<file path="config.mk">
export PLATFORM = sky130hd
export DESIGN_NAME = mrid_move_exec
export DESIGN_NICKNAME = d
export VERILOG_FILES = /design/src/mrid_move_exec.v /design/src/mrid_addr_resolve.v
export VERILOG_INCLUDE_DIRS = /design/src
export SDC_FILE = /design/constraint.sdc
export NUM_CORES = 1
export LEC_CHECK = 0
export ABC_AREA = 1
export BUFFER_PORTS_ARGS = -buffer_cell sky130_fd_sc_hd__buf_2
export CAP_MARGIN = 5
export CORE_ASPECT_RATIO = 1.75
export CORE_UTILIZATION = 50
export DETAILED_ROUTE_END_ITERATION = 7
export HOLD_SLACK_MARGIN = 0.03
export PLACE_DENSITY = 0.75
export SYNTH_ARGS = -nofsm -noshare
export SYNTH_HDL_FRONTEND = slang
export SYNTH_HIERARCHICAL = 1
export SYNTH_SLANG_ARGS = --single-unit
</file>
<file path="constraint.sdc">
create_clock -name clk -period 2.3 [get_ports clk]
set_input_delay 0.575 -clock clk [delete_from_list [all_inputs] [get_ports clk]]
set_output_delay 0.575 -clock clk [all_outputs]
set_load 0.1 [all_outputs]
</file>
<file path="src/mrid_defs.vh">
// Constants for the move-register-to-destination execution block
`ifndef MRID_DEFS_VH
`define MRID_DEFS_VH
// ==========================================
// Instruction word fields
`define MRID_OPC_HI      15
`define MRID_OPC_LO      10
`define MRID_OPC_VAL     6'h14
`define MRID_DEST_BIT    9
`define MRID_ACC_BIT     8
`define MRID_ADDR_HI     7
`define MRID_ADDR_LO     0
// ==========================================
// Reset and data values
`define MRID_RST_WORD    16'h0000
`define MRID_RST_BYTE    8'h00
`define MRID_ZERO_BYTE   8'h00
`define MRID_SIGN_BIT    7
// ==========================================
// Addressing
`define MRID_IDX_LIMIT   8'h5F
`define MRID_ACC_SPLIT   8'h80
`define MRID_ACC_HI_BANK 4'hF
`define MRID_ACC_LO_BANK 4'h0
// ==========================================
// Phases
`define MRID_Q1          2'h0
`define MRID_Q2          2'h1
`define MRID_Q3          2'h2
`define MRID_Q4          2'h3
// ==========================================
// Status flag positions
`define MRID_FLAG_Z      2
`define MRID_FLAG_N      4
`endif

</file>
<file path="src/mrid_move_exec.v">
// Execution of the move-register-to-destination instruction over four phases
`include "mrid_defs.vh"
module mrid_move_exec #(
    parameter AW = 12
) (
    input  wire          clk,
    input  wire          rst,
    input  wire [15:0]   instrWord,
    input  wire          instrValid,
    input  wire [3:0]    bankSelect,
    input  wire          extEnable,
    input  wire [AW-1:0] indexBase,
    input  wire [7:0]    memRdata,
    input  wire [7:0]    statusIn,
    output wire [1:0]    phase,
    output wire          busy,
    output wire [AW-1:0] memAddr,
    output wire          memRd,
    output wire          memWr,
    output wire [7:0]    memWdata,
    output wire          accWr,
    output wire [7:0]    accWdata,
    output wire          statusWr,
    output wire [7:0]    statusOut,
    output wire          indexedUsed,
    output wire          illegal,
    output wire          done
);
    // ==========================================
    // Phase codes
    localparam [1:0] PH_DECODE  = `MRID_Q1;
    localparam [1:0] PH_READ    = `MRID_Q2;
    localparam [1:0] PH_PROCESS = `MRID_Q3;
    localparam [1:0] PH_WRITE   = `MRID_Q4;

    // ==========================================
    // Registers and their next values
    reg           active_r;
    reg           active_nxt;
    reg  [1:0]    phase_r;
    reg  [1:0]    phase_nxt;
    reg  [15:0]   instr_r;
    reg  [15:0]   instr_nxt;
    reg  [7:0]    data_r;
    reg  [7:0]    data_nxt;
    reg  [1:0]    phaseOut_r;
    reg  [1:0]    phaseOut_nxt;
    reg  [AW-1:0] memAddr_r;
    reg  [AW-1:0] memAddr_nxt;
    reg           memRd_r;
    reg           memRd_nxt;
    reg           memWr_r;
    reg           memWr_nxt;
    reg  [7:0]    memWdata_r;
    reg  [7:0]    memWdata_nxt;
    reg           accWr_r;
    reg           accWr_nxt;
    reg  [7:0]    accWdata_r;
    reg  [7:0]    accWdata_nxt;
    reg           statusWr_r;
    reg           statusWr_nxt;
    reg  [7:0]    statusOut_r;
    reg  [7:0]    statusOut_nxt;
    reg           indexedUsed_r;
    reg           indexedUsed_nxt;
    reg           illegal_r;
    reg           illegal_nxt;
    reg           done_r;
    reg           done_nxt;

    // ==========================================
    // Instruction fields
    wire [AW-1:0] resAddr;
    wire          resIdx;
    wire          isMove;
    wire          destSel;
    wire          accSel;
    wire [7:0]    opAddr;
    assign isMove  = (instrWord[`MRID_OPC_HI:`MRID_OPC_LO] == `MRID_OPC_VAL);
    assign destSel = instr_r[`MRID_DEST_BIT];
    assign accSel  = instr_r[`MRID_ACC_BIT];
    assign opAddr  = instr_r[`MRID_ADDR_HI:`MRID_ADDR_LO];

    // ==========================================
    // Operand address
    mrid_addr_resolve #(.AW(AW)) uResolve (
        .operandAddr (opAddr),
        .accessSel   (accSel),
        .bankSelect  (bankSelect),
        .extEnable   (extEnable),
        .indexBase   (indexBase),
        .fullAddr    (resAddr),
        .indexedMode (resIdx)
    );

    // ==========================================
    // Sequencer next state
    always @* begin
        // Strobes default low so a write can never repeat
        active_nxt      = active_r;
        phase_nxt       = phase_r;
        instr_nxt       = instr_r;
        data_nxt        = data_r;
        phaseOut_nxt    = phase_r;
        memAddr_nxt     = memAddr_r;
        memRd_nxt       = 1'b0;
        memWr_nxt       = 1'b0;
        memWdata_nxt    = memWdata_r;
        accWr_nxt       = 1'b0;
        accWdata_nxt    = accWdata_r;
        statusWr_nxt    = 1'b0;
        statusOut_nxt   = statusOut_r;
        indexedUsed_nxt = indexedUsed_r;
        illegal_nxt     = 1'b0;
        done_nxt        = 1'b0;
        case (phase_r)
            PH_DECODE: begin
                // Foreign opcodes are flagged, not executed
                if (instrValid && !active_r) begin
                    if (isMove) begin
                        instr_nxt  = instrWord;
                        active_nxt = 1'b1;
                        phase_nxt  = PH_READ;
                    end else begin
                        illegal_nxt = 1'b1;
                    end
                end
            end
            PH_READ: begin
                memAddr_nxt     = resAddr;
                indexedUsed_nxt = resIdx;
                memRd_nxt       = 1'b1;
                phase_nxt       = PH_PROCESS;
            end
            PH_PROCESS: begin
                // Memory answers one edge after the read strobe
                data_nxt  = memRdata;
                phase_nxt = PH_WRITE;
            end
            PH_WRITE: begin
                if (destSel) begin
                    memWr_nxt    = 1'b1;
                    memWdata_nxt = data_r;
                end else begin
                    accWr_nxt    = 1'b1;
                    accWdata_nxt = data_r;
                end
                // Other flags pass through untouched
                statusWr_nxt                = 1'b1;
                statusOut_nxt               = statusIn;
                statusOut_nxt[`MRID_FLAG_Z] = (data_r == `MRID_ZERO_BYTE);
                statusOut_nxt[`MRID_FLAG_N] = data_r[`MRID_SIGN_BIT];
                done_nxt                    = 1'b1;
                active_nxt                  = 1'b0;
                phase_nxt                   = PH_DECODE;
            end
            default: begin
                active_nxt = 1'b0;
                phase_nxt  = PH_DECODE;
            end
        endcase
    end

    // ==========================================
    // Sequencer registers
    always @(posedge clk) begin
        if (rst) begin
            active_r      <= 1'b0;
            phase_r       <= PH_DECODE;
            instr_r       <= `MRID_RST_WORD;
            data_r        <= `MRID_RST_BYTE;
            phaseOut_r    <= PH_DECODE;
            memAddr_r     <= {AW{1'b0}};
            memRd_r       <= 1'b0;
            memWr_r       <= 1'b0;
            memWdata_r    <= `MRID_RST_BYTE;
            accWr_r       <= 1'b0;
            accWdata_r    <= `MRID_RST_BYTE;
            statusWr_r    <= 1'b0;
            statusOut_r   <= `MRID_RST_BYTE;
            indexedUsed_r <= 1'b0;
            illegal_r     <= 1'b0;
            done_r        <= 1'b0;
        end else begin
            active_r      <= active_nxt;
            phase_r       <= phase_nxt;
            instr_r       <= instr_nxt;
            data_r        <= data_nxt;
            phaseOut_r    <= phaseOut_nxt;
            memAddr_r     <= memAddr_nxt;
            memRd_r       <= memRd_nxt;
            memWr_r       <= memWr_nxt;
            memWdata_r    <= memWdata_nxt;
            accWr_r       <= accWr_nxt;
            accWdata_r    <= accWdata_nxt;
            statusWr_r    <= statusWr_nxt;
            statusOut_r   <= statusOut_nxt;
            indexedUsed_r <= indexedUsed_nxt;
            illegal_r     <= illegal_nxt;
            done_r        <= done_nxt;
        end
    end

    // ==========================================
    // Outputs
    // All from flip-flops, so the core never sees decode glitches
    assign busy        = active_r;
    assign phase       = phaseOut_r;
    assign memAddr     = memAddr_r;
    assign memRd       = memRd_r;
    assign memWr       = memWr_r;
    assign memWdata    = memWdata_r;
    assign accWr       = accWr_r;
    assign accWdata    = accWdata_r;
    assign statusWr    = statusWr_r;
    assign statusOut   = statusOut_r;
    assign indexedUsed = indexedUsed_r;
    assign illegal     = illegal_r;
    assign done        = done_r;
endmodule // mrid_move_exec

</file>
<file path="src/mrid_addr_resolve.v">
// Operand address resolution: access bank, selected bank or indexed offset
`include "mrid_defs.vh"
module mrid_addr_resolve #(
    parameter AW = 12
) (
    input  wire [7:0]    operandAddr,
    input  wire          accessSel,
    input  wire [3:0]    bankSelect,
    input  wire          extEnable,
    input  wire [AW-1:0] indexBase,
    output reg  [AW-1:0] fullAddr,
    output reg           indexedMode
);
    always @* begin
        indexedMode = 1'b0;
        fullAddr    = {AW{1'b0}};
        if (accessSel) begin
            fullAddr = {bankSelect, operandAddr};
        end else if (extEnable && (operandAddr <= `MRID_IDX_LIMIT)) begin
            indexedMode = 1'b1;
            fullAddr    = indexBase + {{(AW-8){1'b0}}, operandAddr};
        end else if (operandAddr < `MRID_ACC_SPLIT) begin
            fullAddr = {`MRID_ACC_LO_BANK, operandAddr};
        end else begin
            fullAddr = {`MRID_ACC_HI_BANK, operandAddr};
        end
    end
endmodule // mrid_addr_resolve

</file>
==> flow_summary.yaml <==
run_status:
  status: "finished, final reports clean"
min_path:
  hp-class: "input port to flip-flop"
setup_path:
  worstPathArrival_ns: 2.13
  crit_type: "flip-flop to flip-flop"
  cp_max_fo: 3
  end_kind: "flip-flop"
  cp-start-kind: "flip-flop"
  cp.required_ns: 2.54
logic_synthesis:
  yosysWarnings: 6
  ys_top_cells_by_area: "dfxtp_1 (41%), nor2_1 (13%), nand2_1 (9.4%)"
  yosys.area.top_type: "dfxtp_1"
  yosys.cell_count.top_type: "nor2_1"
  synth_top_area_share_pct: 41.3
  ys_async_sr_fraction_pct: 0
  synth_cells: 454
  yosys_most_used_dff: "dfxtp_1"
  ys_seq_elements: 65
  synth_area_sq_um: 3150
  synth_common_cells: "nor2_1 (105), nand2_1 (79), dfxtp_1 (65)"
  yosys.cell_types.count: 27
  ys_seq_area_share_pct: 41.3
  syn_nets: 519
  synth-edff-count: 0
  syn_area_per_cell_sq_um: 6.93
finish:
  nNetsFinal: 610
  post-route-util_pct: 64.8
  stdcell_count: 628
  ff_latch_area_sq_um: 1300
  syn_to_final_growth_pct: 22.9
  n_antenna_cell: 0
  num-fill-cells: 558
  multi_input_area_sq_um: 1510
  fin_area_sq_um: 3870
  drive_gt1_share_pct: 23.6
drt:
  drt_pass1_iterations: 4
  viasPerCell: 4.84
  ant_nets: 0
  vias: 3040
  drt-initial-drc-count: 88
  drc: 0
  wl_per_cell_um: 11.8
  drt-total-wl_mm: 7.41
sta:
  rsz0062_at_grt: "false"
  slew_headroom_pct: 66.8
  worst-slew-pin-transition_ns: 0.501
  finalSetupViolCount: 0
  timing.fmax_mhz: 531
  final_hold_viol_count: 0
  fin_crit_ns: 1.88
  fin_crit_sh_pct: 81.9
  fin_tns_setup_ns: 0
  slew_viol_final: 0
  skew_ns: 0.00720
place:
  placed_area_sq_um: 3640
  placedCellCount: 612
  place_hpwl_mm: 5.63
  io_buffers: 95
  finalWeightedCongestion: 0.787
cts:
  cts_setup_buffers: 0
  postCtsHoldBufs: 0
  htree_levels: 3
  cts_buffers: 9
  cts_resized: 0
  cts.clk_slew.worst_paths_ns: 0.07
  cts.sinks: 65
  cts-root-buf: "clkbuf_8"
  clk_latency_ns: 0.35
  cts_buffer_depth: 2
  cts_tree: "done"
die:
  ioPinCount: 98
  initial_core_util_pct: 52.7
  fp.dieH_um: 107
  die-area_sq_um: 6630
  core_area_sq_um: 5970
  rows: 37
  chipWidth_um: 62.0
global_routing:
  grt_pass1_wl_mm: 11.9
  grt_pass1_vias: 2900
  overflow: 0
  antenna_found_initial: 0
  grt.total_usage_pct: 24.2
  grt_start_max_net_pins: 43
power_and_ir_drop:
  leakage_uw: 0.00214
  peakVddDrop_uv: 941
  power_density_nw_per_um2: 1100
  power.total_uw: 4250
run:
  cap_viol_max_count: 0
==> sequential cells by signal, summed over array words and instances (netlist names) <==
| signal | cells |
|---|---|
| accWdata | 8 |
| accWr | 1 |
| busy | 1 |
| data_r | 8 |
| done | 1 |
| illegal | 1 |
| indexedUsed | 1 |
| instr_r | 10 |
| memAddr | 12 |
| memRd | 1 |
| memWdata | 8 |
| memWr | 1 |
| phase | 2 |
| phaseOut_nxt | 2 |
| statusOut | 8 |
==> worst max-delay path: stages (launching register included) <==
cell and delay, ns:
dfxtp_1 0.35, ha_1 0.18, inv_1 0.05, fa_1 0.43, nor2_1 0.13, nor2_1 0.07
o21ai_1 0.17, a21oi_1 0.08, o21ai_0 0.09, nand2_1 0.08, nor2_1 0.10, nor2_1 0.06
==> cell usage in the layout, fill, tap and decap left out, drive strengths merged <==
| master | count |
|---|---|
| nor3 | 3 |
| a21oi | 22 |
| a21boi | 1 |
| clkbuf | 11 |
| nand2 | 81 |
| nand4 | 3 |
| ha | 12 |
| fa | 1 |
| a21o | 1 |
| or2 | 1 |
| clkinv | 2 |
| inv | 58 |
| clkinvlp | 1 |
| dfxtp | 65 |
| xnor2 | 1 |
| nand3 | 19 |
| nor2 | 111 |
| xor2 | 4 |
| bufinv | 2 |
| buf | 98 |
| o21ai | 53 |
==> path summary, 6_finish.rpt <==
path | from | end | slack [ns] | depth (start not counted)
setup / recovery | instr_r[0] | memAddr[8] | 0.42 | 11
hold / removal | memRdata[7] | data_r[7] | 0.45 | 3
setup reg to reg | instr_r[0] | memAddr[8] | 0.42 | 11
hold reg to reg | memWdata[7] | memWdata[7] | 0.48 | 2
==> power by group <==
part	leakage [uW]	internal, uW	total [uW]	switching [uW]
Combinational	0.00150	306	1700	1400
Clock	0.000115	665	1090	425
Sequential	0.000527	1330	1450	120
==> logic make-up (layout without fill, tap and decap cells) <==
kind of cell | after synthesis | count (layout) | synth area share (%)
and+or+nand+nor | 218 | 218 | 28.8
adders and majority gates | 13 | 13 | 5.41
AOI/OAI and AO/OA | 77 | 77 | 12.5
buffers and inverters | 76 | 172 | 10.6
xor gates and xnor gates | 5 | 5 | 1.39
DFF | 65 | 65 | 41.3
==> metrics by stage <==
stage,hold slack [ns],worst slack (ns)
floorplan,0.463,0.333
global placement,0.447,0.134
detailed placement,0.459,0.103
CTS,0.431,0.409
global route,0.451,0.303
finish,0.450,0.416
==> layout make-up <==
cell class | instances | area share, %
repair buffers | 98 | 13.2
multi-input cells | 313 | 39.1
inverters | 58 | 5.63
clock buffers | 11 | 3.91
flip-flops and latches | 65 | 33.6
well taps | 78 | 2.52
clock inverters | 5 | 2.00
==> metal layers <==
| layer | global-route usage, % | vias up | part of all wire, % |
|---|---|---|---|
| li1 | - | 1595 | - |
| met4 | 12.2 | 0 | 3.4 |
| met5 | 0 | - | 0 |
| met1 | 22.5 | 1335 | 38 |
| met2 | 44.3 | 82 | 54 |
| met3 | 7.00 | 28 | 4.7 |
Note: power is estimated with default switching activity, not from simulation.
